$ cat config.mk
export PLATFORM = sky130hd
export DESIGN_NAME = tic_interval_timekeeper
export DESIGN_NICKNAME = d
export VERILOG_FILES = /design/src/hdl/tic_pkg.sv /design/src/hdl/tic_xtal_sync.sv /design/src/hdl/tic_interval_timekeeper.sv
export SDC_FILE = /design/constraint.sdc
export NUM_CORES = 1
export LEC_CHECK = 0
export ABC_AREA = 1
export ABC_CLOCK_PERIOD_IN_PS = 2100
export BUFFER_PORTS_ARGS = -buffer_cell sky130_fd_sc_hd__buf_2
export CORE_UTILIZATION = 43
export CTS_BUF_LIST = sky130_fd_sc_hd__clkbuf_4 sky130_fd_sc_hd__clkbuf_8
export DETAILED_ROUTE_END_ITERATION = 16
export PLACE_DENSITY_LB_ADDON = 0.08
export SYNTH_ARGS = -nofsm -noshare
export SYNTH_HDL_FRONTEND = slang
export SYNTH_SLANG_ARGS = --single-unit
$ cat constraint.sdc
create_clock -name core_clk -period 2.1 [get_ports core_clk]
set_input_delay 0.42 -clock core_clk [delete_from_list [all_inputs] [get_ports core_clk]]
set_output_delay 0.42 -clock core_clk [all_outputs]
set_load 0.1 [all_outputs]
$ cat src/hdl/tic_pkg.sv
//////////////////////////////////////////////////////////////////////////////
// Purpose: constants for the interval timekeeper
// Assumes: registers sit on the core's special function register port
// Notes:   addresses are the raw register addresses of that port
//////////////////////////////////////////////////////////////////////////////
package tic_pkg;

  // register addresses
  localparam logic [7:0] ADDR_CONTROL   = 8'hA1;
  localparam logic [7:0] ADDR_SUBSECOND = 8'hA2;
  localparam logic [7:0] ADDR_SECONDS   = 8'hA3;
  localparam logic [7:0] ADDR_MINUTES   = 8'hA4;
  localparam logic [7:0] ADDR_HOURS     = 8'hA5;
  localparam logic [7:0] ADDR_TARGET    = 8'hA6;

  // control field positions
  localparam int BIT_TIME_CLOCK_EN  = 0;
  localparam int BIT_INTERVAL_EN    = 1;
  localparam int BIT_MATCH_FLAG     = 2;
  localparam int BIT_SINGLE_SHOT    = 3;
  localparam int BIT_TIMEBASE_LO    = 4;
  localparam int BIT_TIMEBASE_HI    = 5;
  localparam int BIT_TWENTY_FOUR    = 6;

  // reset values
  localparam logic [7:0] RESET_CONTROL = 8'h00;
  localparam logic [7:0] RESET_TIME    = 8'h00;
  localparam logic [7:0] RESET_TARGET  = 8'h00;

  // timebase selections
  localparam logic [1:0] TB_TICK    = 2'h0;
  localparam logic [1:0] TB_SECONDS = 2'h1;
  localparam logic [1:0] TB_MINUTES = 2'h2;
  localparam logic [1:0] TB_HOURS   = 2'h3;

  // timing: crystal edges per 1/128 s tick
  localparam int XTAL_HZ        = 32768;
  localparam int TICKS_PER_SEC  = 128;
  localparam int XTAL_PER_TICK  = XTAL_HZ / TICKS_PER_SEC;
  localparam logic [6:0] SUBSECOND_MAX = 7'h7F;
  localparam logic [5:0] SIXTY_MAX     = 6'h3B;
  localparam logic [7:0] HOUR_MAX_24   = 8'h17;
  localparam logic [7:0] HOUR_MAX_FULL = 8'hFF;

  // service vector used by the core on wake and interrupt
  localparam logic [15:0] MATCH_VECTOR = 16'h0053;

endpackage

$ cat src/hdl/tic_xtal_sync.sv
//////////////////////////////////////////////////////////////////////////////
// Purpose: bring the crystal level into core_clk and mark its rising edges
// Assumes: crystal is far slower than core_clk
// Notes:   first flop feeds only the second flop
//////////////////////////////////////////////////////////////////////////////
`timescale 1ns/10ps
module tic_xtal_sync
(
  // clock and reset
  input  wire logic core_clk,
  input  wire logic rst,
  // crystal level and its edge pulse
  input  wire logic xtal_in,
  output logic      xtal_rise
);

  logic meta;
  logic sync;
  logic sync_d;

  always_ff @(posedge core_clk)
  begin
    if (rst)
    begin
      meta   <= 1'b0;
      sync   <= 1'b0;
      sync_d <= 1'b0;
    end
    else
    begin
      meta   <= xtal_in;
      sync   <= meta;
      sync_d <= sync;
    end
  end

  assign xtal_rise = sync & ~sync_d;

endmodule

$ cat src/hdl/tic_interval_timekeeper.sv
//////////////////////////////////////////////////////////////////////////////
// Purpose: time registers and 8-bit interval counter on crystal ticks
// Assumes: core interrupt enable and power-down state arrive as core_clk levels
// Notes:   register accesses are held and completed on a crystal edge
// Notes on behaviour
// - all timekeeping advances only on 32.768 kHz crystal edges, not core cycles.
// - intervals run from one 1/128 s tick up to 256 hours.
// - counting continues while the part is in power-down.
// - accesses complete on a crystal edge; software waits for busy to drop.
// - interval counter advances on each tick, second, minute or hour of the selected timebase.
// - counter equal to target sets match flag and requests interrupt if enabled.
// - in power-down with interrupt enabled, a set flag wakes the part.
// - time registers may be preloaded, then run on as a real-time clock.
// - six registers, the control register holds timebase, enables and flag.
// - timebase 00 tick, 01 seconds, 10 minutes, 11 hours.
// - single shot clears interval enable on match, else counter restarts.
// - time clock disable stops counting and restores last written time values.
// - subsecond counts 0 to 127, wraps and increments seconds.
//////////////////////////////////////////////////////////////////////////////
`timescale 1ns/10ps
module tic_interval_timekeeper
(
  // clock and reset
  input  wire logic       core_clk,
  input  wire logic       rst,
  // crystal pin
  input  wire logic       xtal_in,
  // register port
  input  wire logic [7:0] sfr_addr,
  input  wire logic       sfr_wr,
  input  wire logic       sfr_rd,
  input  wire logic [7:0] sfr_wdata,
  output logic      [7:0] sfr_rdata,
  output logic            sfr_rd_done,
  output logic            sfr_busy,
  // core status
  input  wire logic       irq_enable,
  input  wire logic       power_down,
  output logic            irq_req,
  output logic            wake_req
);

  logic       xtal_tick;
  logic       pend_wr;
  logic       pend_rd;
  logic [7:0] pend_addr;
  logic [7:0] pend_data;
  logic       apply_wr;
  logic       apply_rd;
  logic [7:0] control;
  logic [7:0] target;
  logic [7:0] interval_count;
  logic [7:0] prescale;
  logic [6:0] subsecond_count;
  logic [5:0] seconds;
  logic [5:0] minutes;
  logic [7:0] hours;
  logic [6:0] shadow_sub;
  logic [5:0] shadow_sec;
  logic [5:0] shadow_min;
  logic [7:0] shadow_hour;
  logic       time_clock_enable;
  logic       tick128;
  logic       sub_ovf;
  logic       sec_ovf;
  logic       min_ovf;
  logic       sel_ovf;
  logic [7:0] next_count;
  logic       match_evt;
  logic [7:0] hour_max;

  function automatic logic hits(input logic [7:0] addr, input logic [7:0] reg_addr);
    hits = (addr == reg_addr);
  endfunction

  function automatic logic is_mapped(input logic [7:0] addr);
    is_mapped = (addr >= tic_pkg::ADDR_CONTROL) && (addr <= tic_pkg::ADDR_TARGET);
  endfunction

  tic_xtal_sync tic_xtal_sync_inst
  (
    .core_clk  (core_clk),
    .rst       (rst),
    .xtal_in   (xtal_in),
    .xtal_rise (xtal_tick)
  );

  //////////////////////////////////////////////////////////////////////////////
  // access handoff to crystal edges
  assign apply_wr = pend_wr & xtal_tick;
  assign apply_rd = pend_rd & xtal_tick;

  always_ff @(posedge core_clk)
  begin
    if (rst)
    begin
      pend_wr   <= 1'b0;
      pend_rd   <= 1'b0;
      pend_addr <= 8'h00;
      pend_data <= 8'h00;
    end
    else if ((sfr_wr || sfr_rd) && is_mapped(sfr_addr))
    begin
      pend_wr   <= sfr_wr;
      pend_rd   <= sfr_rd & ~sfr_wr;
      pend_addr <= sfr_addr;
      pend_data <= sfr_wdata;
    end
    else if (xtal_tick)
    begin
      pend_wr <= 1'b0;
      pend_rd <= 1'b0;
    end
  end

  always_ff @(posedge core_clk)
  begin
    if (rst)
    begin
      sfr_rdata   <= 8'h00;
      sfr_rd_done <= 1'b0;
      sfr_busy    <= 1'b0;
    end
    else
    begin
      sfr_rd_done <= apply_rd;
      sfr_busy    <= (pend_wr | pend_rd) & ~xtal_tick;
      if (apply_rd)
      begin
        case (pend_addr)
          tic_pkg::ADDR_CONTROL:   sfr_rdata <= {1'b0, control[6:0]};
          tic_pkg::ADDR_SUBSECOND: sfr_rdata <= {1'b0, subsecond_count};
          tic_pkg::ADDR_SECONDS:   sfr_rdata <= {2'b00, seconds};
          tic_pkg::ADDR_MINUTES:   sfr_rdata <= {2'b00, minutes};
          tic_pkg::ADDR_HOURS:     sfr_rdata <= hours;
          tic_pkg::ADDR_TARGET:    sfr_rdata <= target;
          default:                 sfr_rdata <= 8'h00;
        endcase
      end
    end
  end

  //////////////////////////////////////////////////////////////////////////////
  // time chain
  assign time_clock_enable     = control[tic_pkg::BIT_TIME_CLOCK_EN];
  assign tick128  = xtal_tick & time_clock_enable & (prescale == 8'(tic_pkg::XTAL_PER_TICK - 1));
  assign sub_ovf  = tick128 & (subsecond_count == tic_pkg::SUBSECOND_MAX);
  assign sec_ovf  = sub_ovf & (seconds == tic_pkg::SIXTY_MAX);
  assign min_ovf  = sec_ovf & (minutes == tic_pkg::SIXTY_MAX);
  assign hour_max = control[tic_pkg::BIT_TWENTY_FOUR] ? tic_pkg::HOUR_MAX_24 : tic_pkg::HOUR_MAX_FULL;

  always_ff @(posedge core_clk)
  begin
    if (rst || !time_clock_enable)
      prescale <= 8'h00;
    else if (xtal_tick)
      prescale <= prescale + 8'h01;
  end

  always_ff @(posedge core_clk)
  begin
    if (rst)
    begin
      subsecond_count <= tic_pkg::RESET_TIME[6:0];
      seconds         <= tic_pkg::RESET_TIME[5:0];
      minutes         <= tic_pkg::RESET_TIME[5:0];
      hours           <= tic_pkg::RESET_TIME;
      shadow_sub      <= tic_pkg::RESET_TIME[6:0];
      shadow_sec      <= tic_pkg::RESET_TIME[5:0];
      shadow_min      <= tic_pkg::RESET_TIME[5:0];
      shadow_hour     <= tic_pkg::RESET_TIME;
    end
    else if (apply_wr && !hits(pend_addr, tic_pkg::ADDR_CONTROL) && !hits(pend_addr, tic_pkg::ADDR_TARGET))
    begin
      case (pend_addr)
        tic_pkg::ADDR_SUBSECOND:
        begin
          subsecond_count <= pend_data[6:0];
          shadow_sub      <= pend_data[6:0];
        end
        tic_pkg::ADDR_SECONDS:
        begin
          seconds    <= pend_data[5:0];
          shadow_sec <= pend_data[5:0];
        end
        tic_pkg::ADDR_MINUTES:
        begin
          minutes    <= pend_data[5:0];
          shadow_min <= pend_data[5:0];
        end
        default:
        begin
          hours       <= pend_data;
          shadow_hour <= pend_data;
        end
      endcase
    end
    else if (!time_clock_enable)
    begin
      subsecond_count <= shadow_sub;
      seconds         <= shadow_sec;
      minutes         <= shadow_min;
      hours           <= shadow_hour;
    end
    else if (tick128)
    begin
      subsecond_count <= sub_ovf ? 7'h00 : subsecond_count + 7'h01;
      if (sub_ovf)
        seconds <= sec_ovf ? 6'h00 : seconds + 6'h01;
      if (sec_ovf)
        minutes <= min_ovf ? 6'h00 : minutes + 6'h01;
      if (min_ovf)
        hours <= (hours >= hour_max) ? 8'h00 : hours + 8'h01;
    end
  end

  //////////////////////////////////////////////////////////////////////////////
  // interval counter and control
  always_comb
  begin
    case (control[tic_pkg::BIT_TIMEBASE_HI:tic_pkg::BIT_TIMEBASE_LO])
      tic_pkg::TB_TICK:    sel_ovf = tick128;
      tic_pkg::TB_SECONDS: sel_ovf = sub_ovf;
      tic_pkg::TB_MINUTES: sel_ovf = sec_ovf;
      tic_pkg::TB_HOURS:   sel_ovf = min_ovf;
      default:             sel_ovf = 1'b0;
    endcase
  end

  assign next_count = interval_count + 8'h01;
  assign match_evt  = control[tic_pkg::BIT_INTERVAL_EN] & sel_ovf & (next_count == target);

  always_ff @(posedge core_clk)
  begin
    if (rst || !control[tic_pkg::BIT_INTERVAL_EN])
      interval_count <= 8'h00;
    else if (match_evt)
      interval_count <= 8'h00;
    else if (sel_ovf)
      interval_count <= next_count;
  end

  always_ff @(posedge core_clk)
  begin
    if (rst)
      target <= tic_pkg::RESET_TARGET;
    else if (apply_wr && hits(pend_addr, tic_pkg::ADDR_TARGET))
      target <= pend_data;
  end

  always_ff @(posedge core_clk)
  begin
    if (rst)
      control <= tic_pkg::RESET_CONTROL;
    else
    begin
      if (apply_wr && hits(pend_addr, tic_pkg::ADDR_CONTROL))
        control <= {1'b0, pend_data[6:0]};
      if (match_evt)
      begin
        control[tic_pkg::BIT_MATCH_FLAG] <= 1'b1;
        if (control[tic_pkg::BIT_SINGLE_SHOT])
          control[tic_pkg::BIT_INTERVAL_EN] <= 1'b0;
      end
    end
  end

  always_ff @(posedge core_clk)
  begin
    if (rst)
    begin
      irq_req  <= 1'b0;
      wake_req <= 1'b0;
    end
    else
    begin
      irq_req  <= control[tic_pkg::BIT_MATCH_FLAG] & irq_enable;
      wake_req <= control[tic_pkg::BIT_MATCH_FLAG] & irq_enable & power_down;
    end
  end

  //////////////////////////////////////////////////////////////////////////////
  // checks
  property p_sub_wrap;
    @(posedge core_clk) disable iff (rst)
    (sub_ovf && !apply_wr) |=> (subsecond_count == 7'h00) && (seconds == 6'(($past(seconds) + 6'h01) % 6'd60));
  endproperty
  a_sub_wrap: assert property (p_sub_wrap) else $error("subsecond wrap wrong");

  property p_sec_wrap;
    @(posedge core_clk) disable iff (rst)
    (sec_ovf && !apply_wr) |=> (seconds == 6'h00);
  endproperty
  a_sec_wrap: assert property (p_sec_wrap) else $error("seconds wrap wrong");

  property p_flag_sticky;
    @(posedge core_clk) disable iff (rst)
    (control[tic_pkg::BIT_MATCH_FLAG] && !apply_wr) |=> control[tic_pkg::BIT_MATCH_FLAG];
  endproperty
  a_flag_sticky: assert property (p_flag_sticky) else $error("match flag lost");

  property p_match_sets;
    @(posedge core_clk) disable iff (rst)
    match_evt |=> control[tic_pkg::BIT_MATCH_FLAG] ##1 (irq_req == irq_enable);
  endproperty
  a_match_sets: assert property (p_match_sets) else $error("match did not flag");

  property p_single_shot;
    @(posedge core_clk) disable iff (rst)
    (match_evt && control[tic_pkg::BIT_SINGLE_SHOT]) |=> !control[tic_pkg::BIT_INTERVAL_EN];
  endproperty
  a_single_shot: assert property (p_single_shot) else $error("single shot kept running");

  property p_restore;
    @(posedge core_clk) disable iff (rst)
    (!time_clock_enable && !apply_wr) |=> (subsecond_count == shadow_sub) && (hours == shadow_hour);
  endproperty
  a_restore: assert property (p_restore) else $error("time not restored");

  property p_wake;
    @(posedge core_clk) disable iff (rst)
    (control[tic_pkg::BIT_MATCH_FLAG] && irq_enable && power_down) |=> wake_req;
  endproperty
  a_wake: assert property (p_wake) else $error("no wake");

  property p_write_held;
    @(posedge core_clk) disable iff (rst)
    (pend_wr && !xtal_tick && !sfr_wr && !sfr_rd && !match_evt) |=> pend_wr && $stable(control);
  endproperty
  a_write_held: assert property (p_write_held) else $error("write applied off crystal edge");

  property p_count_adv;
    @(posedge core_clk) disable iff (rst)
    (control[tic_pkg::BIT_INTERVAL_EN] && sel_ovf && !match_evt && !apply_wr) |=> interval_count == $past(next_count);
  endproperty
  a_count_adv: assert property (p_count_adv) else $error("interval count stalled");

  property p_no_core_tick;
    @(posedge core_clk) disable iff (rst)
    !xtal_tick |=> $stable(prescale) || (prescale == 8'h00);
  endproperty
  a_no_core_tick: assert property (p_no_core_tick) else $error("prescaler moved without crystal");

  c_match:      cover property (@(posedge core_clk) disable iff (rst) match_evt);
  c_single:     cover property (@(posedge core_clk) disable iff (rst) match_evt && control[tic_pkg::BIT_SINGLE_SHOT]);
  c_wake:       cover property (@(posedge core_clk) disable iff (rst) wake_req);
  c_minute_ovf: cover property (@(posedge core_clk) disable iff (rst) sec_ovf);

endmodule

==> summary.md, run 1 <==
| Metric | Value |
|---|---|
| Status | finished clean |
| CP required | 2.46 ns |
| Post-synthesis sequential area ratio | 38.5% |
| Crit path from | subsecond_count[1]$_SDFFE_PP0P_ |
| Clock skew | 0.0116 ns |
| Number of global-route vias before repair | 5519 |
| ANT cells | 0 |
| # DRC | 0 |
| Crit Path Max Fanout | 7 |
| Critical R2R Capture | seconds[5]$_SDFFE_PP0P_ |
| Maximum clock frequency | 510 MHz |
| Area leader, netlist | dfxtp_1 |
| Clock buffer depth | 2 |
| CP arrival | 2.32 ns |
| Starting Density | 44.1% |
| Top cell type's share of synthesized area | 38.5% |
| FILL cells | 1400 |
| Max Cap Viol | 0 |
| Grt ovf | 0 |
| Crit path to | seconds[5]$_SDFFE_PP0P_ |
| # rows | 43 |
| Drt pass-1 iters | 6 |
| Die Ht | 122 um |
| Pwr/cell area | 641 nW/um^2 |
| RD Place Congestion | 0.946 |
| First-pass GRT wire length | 28000 um |
| Worst-case register-to-register setup slack | 0.14 ns |
| Pre-CTS WS | 0.0719 ns |
| Final Hold Vio Count | 0 |
| Layout cells sized above 1 | 14.8% |
| Most common cell after layout, fill and taps aside | nand2_1 |
| Cell count after synthesis | 907 |
| Hold_buf cts | 0 |
| Post-Synthesis Cell Area | 6140 um^2 |
| H-tree depth | 4 |
| WS Path Type | reg -> reg |
| Multiplexer share of the synthesized area | 0% |
| Tcrit/Tclk final | 93.4% |
| Total negative slack | 0 ns |
| Commonest cells after routing, fill and taps aside | 180 x nand2_1, 135 x nor2_1, 118 x dfxtp_1 |
| Root buffer cell | clkbuf_8 |
| CTS tree | built |
| Static leakage | 2.67 nW |
| Post-DRT Antenna Nets | 0 |
| Syn_area_per_cell | 6.77 um^2 |
| Die width | 122 um |
| Syn nets | 940 |
| DRT iter0 DRCs | 573 |
| Post-DP HPWL | 13200 um |
| Worst-path clk slew | 0.07 ns |
| Routed vias | 6067 |
| Simple-gate share of the synthesized area | 28.9% |
| RSZ-0062 raised after global routing | false |
| Largest net degree at the start of global routing | 33 |
| Max-slew headroom | 62.6% |
| Nets | 998 |
| Clk Latency, worst-skew pair | 0.44 ns |
| Yosys reg bits | 118 |
| Worst setup margin | 0.139 ns |
| End-of-flow core utilization | 51.2% |
| Ys Warns | 0 |
| Max Transition Viols Final | 0 |
| Min Tclk post-route | 1.96 ns |
| Final setup viols | 0 |
| Vias per Instance | 5.24 |
| Worst Max-Slew Pin Slew | 0.558 ns |
| RR Startpoint | subsecond_count[1]$_SDFFE_PP0P_ |
| Io pins | 35 |
| Post-synth cell types | 38 |
| Compound-Gate Fraction of Synth Area | 19.0% |
| Full die area | 14800 um^2 |
| Worst setup EP type | flop |
| Core Area | 13900 um^2 |
| Initial antenna violation count | 0 |
| Routed len/inst | 15.2 um |
| Synth Area in XOR/XNOR | 2.42% |
| Leading cell types by total area after synthesis | dfxtp_1 38%, nand2_1 11%, nor2_1 8.4% |
| Area Growth Syn to Fin | 16.1% |
| Cells on worst reg2reg path | 10 |
| HP Class | in -> reg |
| Max rail drop VDD | 0.000403 V |
| I/O Buffers | 34 |
| Cts bufs inserted | 17 |
| Adder-cell share of the synthesized area | 2.04% |
| Final wirelength | 17600 um |
| Crit start category | flop |
| # clock sinks | 118 |
| Total GRT Usage | 25.0% |
| Largest family of logic cells by synthesized area | simple AND/OR/NAND/NOR gates |
[power breakdown]
group	internal [mW]	switching (mW)
sequential	2.24	0.00435
clock	1.28	0.922
combinational	0.0394	0.0770
[final cells by class]
type | count | area, um^2 | area share, %
multi-input combinational | 650 | 3250 | 45.6
sequential | 118 | 2360 | 33.1
timing repair buffer | 75 | 490 | 6.88
inverter | 103 | 387 | 5.42
clock buffer | 23 | 292 | 4.09
tap | 180 | 225 | 3.16
clock inverter | 9 | 125 | 1.75
[layer usage]
layer  track usage (%)  part of all wire, %  vias to the layer above
li1                  -                    -                     3090
met1              33.4                   47                     2769
met2              39.2                   46                      181
met3              5.85                  5.8                       27
met4              8.95                  2.1                        0
met5                 0                    0                        -
[Yosys cell counts]
cell        n
o21a_1      2
nor2_1    137
ha_1       10
clkbuf_1   20
o211ai_1    1
nand2_1   183
a21oi_2     4
o21bai_1    1
nor3b_1     2
xor2_1     15
clkinv_1    3
a211oi_1   27
o21ai_0    80
a21oi_1    61
or2_2       4
nand4_1     8
inv_1      97
nor2_4      3
inv_2       3
o21ai_2     1
nand3b_1    3
xnor2_1     2
nor2_2      6
nor3_4      1
o21ai_1    19
nand2_2     4
nand3_1    51
buf_2      10
dfxtp_1   118
buf_4       3
nor4b_1     1
o22ai_1    11
a211oi_2    1
nor3_1      7
nand3_4     1
o31ai_1     1
buf_6       3
nand3_2     3
[worst min path at each step]
stage,from,end,slack [ns],cells past startpoint
final,xtal_in,tic_xtal_sync_inst.meta$_SDFF_PP0_,0.19,3
after detailed placement,tic_xtal_sync_inst.meta$_SDFF_PP0_,tic_xtal_sync_inst.sync$_SDFF_PP0_,0.40,2
after CTS,xtal_in,tic_xtal_sync_inst.meta$_SDFF_PP0_,0.15,3
after global routing,xtal_in,tic_xtal_sync_inst.meta$_SDFF_PP0_,0.18,3
after global placement,tic_xtal_sync_inst.meta$_SDFF_PP0_,tic_xtal_sync_inst.sync$_SDFF_PP0_,0.40,2
after floorplan,tic_xtal_sync_inst.meta$_SDFF_PP0_,tic_xtal_sync_inst.sync$_SDFF_PP0_,0.39,2
[logic make-up after synthesis]
| family | Yosys count |
|---|---|
| fa+ha+maj | 10 |
| buf+inv | 139 |
| simple gates | 414 |
| flops | 118 |
| xor+xnor | 17 |
| compound gates | 209 |
[stage by stage]
step           instance area [um^2]  hold slack (ns)  power, mW  std cells
6_report                       7130            0.188       4.57       1158
5_1_grt                        7130            0.183       4.71       1158
4_1_cts                        7020            0.153       4.61       1150
3_5_place_dp                   6610            0.397       2.42       1118
3_3_place_gp                   6610            0.399       2.41       1118
2_1_floorplan                  6140            0.388       2.36        907
[state kept, by name, indices dropped and copies added (netlist names), 8 cells and up]
signal          count
hours               8
interval_count      8
pend_addr           8
pend_data           8
prescale            8
sfr_rdata           8
shadow_hour         8
target              8
[timing repair]
| action | 4_1_cts | 5_1_grt |
|---|---|---|
| gates resized for setup | 0 | 10 |
| setup buffers | 0 | 8 |
| endpoints found under the setup margin | 0 | 36 |
[critical path: stages (launching register included)]
cell and delay (ns):
dfxtp_1 0.38, ha_2 0.22, nand3_2 0.14, nor2_4 0.17
nand3_2 0.12, buf_4 0.18, nand2_1 0.17, nand2_2 0.15
nand2_2 0.14, o21ai_0 0.09, a21oi_1 0.14
Power figures use the tool's default switching activity.
==> inputs of run 2 (changes only) <==
- ABC_CLOCK_PERIOD_IN_PS: 2100 -> 1700
- clock period: 2.1 -> 1.7 ns (I/O delays scaled with it)
==> summary.md, run 2 (synthesis results as in run 1) <==
| Metric | Value |
|---|---|
| Status | complete, but fails checks |
| Failing checks | negative setup slack |
| Starting Density | 44.1% (unchanged) |
| Die Ht | 122 um (unchanged) |
| Crit Path Max Fanout | 8 (+1) |
| Post-DRT Antenna Nets | 0 (unchanged) |
| Maximum clock frequency | 587 MHz (+15%) |
| Cell Int Power | 4.64 mW (+30%) |
| Worst-path clk slew | 0.07 ns (about the same) |
| Hold_buf cts | 0 (unchanged) |
| Number of global-route vias before repair | 6057 (+9.7%) |
| HP Class | in -> reg |
| Tcrit/Tclk final | 100% (+6.9 points) |
| Placed Cells | 1184 (+5.9%) |
| FILL cells | 1317 (-5.9%) |
| CP arrival | 2.08 ns (-0.24 ns) |
| Pwr/cell area | 706 nW/um^2 (+10%) |
| WS Path Type | reg -> reg |
| I/O Buffers | 34 (unchanged) |
| Full die area | 14800 um^2 (unchanged) |
| Routed len/inst | 16.0 um (+4.9%) |
| Nets | 1081 (+8.3%) |
| Final wirelength | 19800 um (+12%) |
| Combinational share of power | 2.9% (+0.4 points) |
| Clock skew | 0.00648 ns (-0.00517 ns) |
| CP required | 2.07 ns (-0.39 ns) |
| Cts bufs inserted | 17 (unchanged) |
| H-tree depth | 4 (unchanged) |
| Pwr Total | 5.92 mW (+29%) |
| Core Area | 13900 um^2 (unchanged) |
| Clock share of power | 50.2% (+2.0 points) |
| Post-DP HPWL | 14000 um (+5.9%) |
| DRT iter0 DRCs | 505 (-12%) |
| Total negative slack | -0.00775 ns (-0.00775 ns) |
| Clock buffer depth | 2 (unchanged) |
| Pre-CTS WS | -0.168 ns (-0.240 ns) |
| Min Tclk post-route | 1.70 ns (-0.256 ns) |
| Total GRT Usage | 27.7% (+2.7 points) |
| Clk Latency, worst-skew pair | 0.45 ns (about the same) |
| Most common cell after layout, fill and taps aside | nand2_1 |
| # clock sinks | 118 (unchanged) |
| Power share of the sequential group | 46.9% (-2.3 points) |
| Commonest cells after routing, fill and taps aside | 160 x nand2_1, 120 x nor2_1, 106 x dfxtp_1 |
| Worst setup EP type | flop |
| Largest net degree at the start of global routing | 38 (+15%) |
| RD Place Congestion | 0.925 (-2.2%) |
| Vias per Instance | 5.27 (+0.50%) |
| # rows | 43 (unchanged) |
| CTS tree | built |
| Drt pass-1 iters | 5 (-1) |
| Max rail drop VDD | 0.000633 V (+57%) |
| ANT cells | 0 (unchanged) |
| Worst Max-Slew Pin Slew | 0.491 ns (-0.0677 ns) |
| Final Hold Vio Count | 0 (unchanged) |
| Post-route cell area | 8370 um^2 (+17%) |
| Area Growth Syn to Fin | 36.3% |
| Root buffer cell | clkbuf_8 |
| Grt ovf | 0 (unchanged) |
| Crit start category | flop |
| RSZ-0062 raised after global routing | true |
| First-pass GRT wire length | 31000 um (+11%) |
| End-of-flow core utilization | 60.1% (+8.9 points) |
| Max Transition Viols Final | 0 (unchanged) |
| Worst setup margin | -0.00489 ns (-0.144 ns) |
| Max Cap Viol | 0 (unchanged) |
| Final setup viols | 3 (+3) |
| Initial antenna violation count | 0 (unchanged) |
| Hold slack final | 0.0846 ns (-0.104 ns) |
| Switching power of the nets | 1.27 mW (+27%) |
| Die width | 122 um (unchanged) |
| Final Non-Filler Cells | 1239 (+7.0%) |
| Static leakage | 3.19 nW (+19%) |
| Cell area after placement | 7200 um^2 (+9.0%) |
| Max-slew headroom | 67.5% (+5.0 points) |
| Sw Ratio | 21.5% (-0.43 points) |
| Layout cells sized above 1 | 30.0% (+15 points) |
| # DRC | 0 (unchanged) |
| Routed vias | 6524 (+7.5%) |
| Io pins | 35 (unchanged) |
run 2: final timing paths:
path,startpoint,to,slack [ns],cells past startpoint
worst min register to register,tic_xtal_sync_inst.meta$_SDFF_PP0_,tic_xtal_sync_inst.sync$_SDFF_PP0_,0.40,2
worst max-delay path,pend_addr[5]$_SDFFE_PP0P_,shadow_sub[1]$_SDFFE_PP0P_,-0.005,10
worst max register to register,pend_addr[5]$_SDFFE_PP0P_,shadow_sub[1]$_SDFFE_PP0P_,-0.005,10
worst min-delay path,xtal_in,tic_xtal_sync_inst.meta$_SDFF_PP0_,0.08,3
run 2: layer usage:
layer | share of wire (%) | up-vias | track usage (%)
met5 | 0 | - | 0
met4 | 1.6 | 0 | 8.41
met3 | 4.8 | 28 | 5.34
met2 | 49 | 178 | 46.6
met1 | 45 | 3052 | 35.7
li1 | - | 3266 | -
run 2: worst max-delay path: stages (launching register included):
cell	delay, ns
dfxtp_2	0.33
nand2_2	0.08
nor3_4	0.04
buf_4	0.15
nand3_4	0.11
nand3_4	0.17
buf_6	0.19
nor2_4	0.21
buf_12	0.15
nor2_1	0.04
a211oi_1	0.15
run 2: timing repair:
action,4_1_cts,5_1_grt
resized for setup,35,122
buffers inserted,6,16
endpoints found under the setup margin,51,82
cloned,1,2
pin swaps,7,20
run 2: cell type report:
| type | instances | area [um^2] | area share (%) |
|---|---|---|---|
| tap | 180 | 225 | 2.69 |
| multi-input combinational | 650 | 3640 | 43.5 |
| sequential | 118 | 2380 | 28.4 |
| inverter | 103 | 402 | 4.80 |
| clock inverter | 10 | 178 | 2.12 |
| timing repair inverter | 1 | 11.3 | 0.134 |
| timing repair buffer | 157 | 1260 | 15.1 |
| clock buffer | 20 | 269 | 3.21 |
run 2: power groups by stage:
| stage | registers [mW] | clock network (mW) | logic [mW] |
|---|---|---|---|
| after global placement | 2.84 | 0 | 0.157 |
| after global routing | 2.77 | 3.14 | 0.187 |
| after floorplan | 2.84 | 0 | 0.0781 |
| after detailed placement | 2.84 | 0 | 0.160 |
| final | 2.78 | 2.97 | 0.172 |
| after CTS | 2.78 | 3.01 | 0.162 |
==> inputs of run 3 (changes only) <==
- GPL_TIMING_DRIVEN: not set -> 0
==> summary.md, run 3 (synthesis results as in run 1) <==
| Metric | Value |
|---|---|
| I/O Buffers | 33 (-2.9%) |
| CP arrival | 2.27 ns (+0.19 ns) |
| Top cell by count, worst path | nand2_4 |
| Static leakage | 3.09 nW (-2.9%) |
| Metal3 WL | 1300 um (+37%) |
| CP required | 2.10 ns (+0.03 ns) |
| Largest net degree at the start of global routing | 17 (-55%) |
| Number of global-route vias before repair | 5869 (-3.1%) |
| Crit Path Max Fanout | 5 (-3) |
| Maximum clock frequency | 535 MHz (-8.9%) |
| Core Area | 13900 um^2 (unchanged) |
| Crit start category | flop |
| Die width | 122 um (unchanged) |
| Vias per Instance | 5.30 (+0.70%) |
| Routed vias | 6448 (-1.2%) |
| Final wirelength | 20700 um (+4.3%) |
| Max rail drop VDD | 0.000691 V (+9.3%) |
| Die Ht | 122 um (unchanged) |
| Status | complete, but fails checks |
| Critical-path cell list | ha_4 > nand3_4 > nor2_4 > nand3_4 > nor2_4 > nand2_4 > nand2_4 > nand2_4 > nand2_4 > buf_6 > buf_6 > o21ai_2 > nor2_1 |
| First-pass GRT wire length | 31000 um (about the same) |
| Met2 Routed Length | 9390 um (-2.5%) |
| # DRC | 0 (unchanged) |
| Clock skew | 0.0181 ns (+0.0117 ns) |
| Nets | 1057 (-2.2%) |
| Final setup viols | 51 (+48) |
| Cell area after placement | 6600 um^2 (-8.3%) |
| # clock sinks | 118 (unchanged) |
| # rows | 43 (unchanged) |
| Worst Max-Slew Pin Slew | 0.753 ns (+0.262 ns) |
| HP Class | in -> reg |
| Total negative slack | -4.22 ns (-4.21 ns) |
| Post-DRT Antenna Nets | 0 (unchanged) |
| Area Growth Syn to Fin | 35.9% |
| RSZ-0062 raised after global routing | true |
| Hold slack final | 0.0779 ns (-0.00672 ns) |
| CTS tree | built |
| Slowest cell on crit path | dfxtp_4 |
| Starting Density | 44.1% (unchanged) |
| Clock buffer depth | 2 (unchanged) |
| Max Cap Viol | 0 (unchanged) |
| Drt pass-1 iters | 6 (+1) |
| Commonest cells after routing, fill and taps aside | 157 x nand2_1, 106 x nor2_1, 97 x dfxtp_1 |
| WS Path Type | reg -> reg |
| ANT cells | 0 (unchanged) |
| Final Hold Vio Count | 0 (unchanged) |
| Worst setup EP type | flop |
| Hold_buf cts | 0 (unchanged) |
| CP max stage delay | 0.37 ns (+0.04 ns) |
| Pwr Total | 5.69 mW (-3.8%) |
| Full die area | 14800 um^2 (unchanged) |
| RD Place Congestion | 0.882 (-4.7%) |
| DRT iter0 DRCs | 663 (+31%) |
| Most common cell after layout, fill and taps aside | nand2_1 |
| Worst setup margin | -0.170 ns (-0.166 ns) |
| Post-route cell area | 8350 um^2 (-0.27%) |
| Max Transition Viols Final | 0 (unchanged) |
| Io pins | 35 (unchanged) |
| Pwr/cell area | 681 nW/um^2 (-3.6%) |
| H-tree depth | 4 (unchanged) |
| Top layer in use | met4 |
| Cts bufs inserted | 17 (unchanged) |
| Tcrit/Tclk final | 110% (+9.7 points) |
| Routed len/inst | 17.0 um (+6.3%) |
| WL met1 | 9310 um (+4.4%) |
| FILL cells | 1293 (-1.8%) |
| Max-slew headroom | 49.8% (-18 points) |
| Root buffer cell | clkbuf_8 |
| Min Tclk post-route | 1.87 ns (+0.166 ns) |
| Clk Latency, worst-skew pair | 0.47 ns (+0.02 ns) |
| Initial antenna violation count | 0 (unchanged) |
| Failing checks | negative setup slack |
| Total GRT Usage | 28.0% (+0.26 points) |
| Layout cells sized above 1 | 31.0% (+0.96 points) |
| Grt ovf | 0 (unchanged) |
| End-of-flow core utilization | 59.9% (-0.16 points) |
| Worst-path clk slew | 0.08 ns (about the same) |
| Post-DP HPWL | 13700 um (-2.0%) |
run 3: cell types whose count changed in the layout (fill, tap and decap cells not counted), sizes merged:
cell,previous run,this run
buf,155,114
clkbuf,22,39
clkinvlp,1,4
bufinv,5,3
clkinv,8,7
inv,100,101
run 3: critical path, delay by kind of cell, from the launching register on:
family                     cells  cell delay [ns]
and+or+nand+nor                9             1.01
DFF                            1             0.37
adders and majority gates      1             0.15
AOI/OAI and AO/OA              1             0.04
buffers and inverters          2             0.22
run 3: metrics by stage:
step / instances / worst slack, ns
after global routing: 1216 / -0.249
after CTS: 1190 / -0.142
after floorplan: 907 / -0.00181
after detailed placement: 1120 / -0.528
after global placement: 1120 / -0.518
final: 1216 / -0.170
run 3: timing repair:
action | 4_1_cts | 5_1_grt
resized for setup | 107 | 158
setup buffers | 33 | 26
cloned | 7 | 1
endpoints found under the setup margin | 93 | 81
pin swaps | 38 | 49
run 3: power breakdown:
group          total, mW  switching, mW  internal [mW]
sequential          2.77        0.00649           2.77
clock               2.74           1.25           1.49
combinational      0.177          0.119         0.0571
total               5.69           1.37           4.32
run 3: layer usage:
metal	global-route usage [%]	vias to the layer above
li1	-	3212
met1	37.8	2965
met2	43.2	216
met3	4.82	55
met4	13.0	0
met5	0	-
run 3: area by class of cell:
type | count | area (um^2) | area share [%]
clock inverters | 12 | 153 | 1.83
inverters | 103 | 407 | 4.87
clock buffers | 19 | 255 | 3.06
flip-flops and latches | 118 | 2400 | 28.7
repair buffers | 99 | 808 | 9.68
multi-input cells | 650 | 3840 | 46.0
well taps | 180 | 225 | 2.70
plain buffers | 35 | 263 | 3.15
run 3: worst paths after layout:
path | start | endpoint | slack, ns | cells past startpoint
max | subsecond_count[1]$_SDFFE_PP0P_ | hours[1]$_SDFFE_PP0P_ | -0.17 | 13
min | xtal_in | tic_xtal_sync_inst.meta$_SDFF_PP0_ | 0.08 | 3
max reg2reg | subsecond_count[1]$_SDFFE_PP0P_ | hours[1]$_SDFFE_PP0P_ | -0.17 | 13
min reg2reg | tic_xtal_sync_inst.meta$_SDFF_PP0_ | tic_xtal_sync_inst.sync$_SDFF_PP0_ | 0.43 | 2
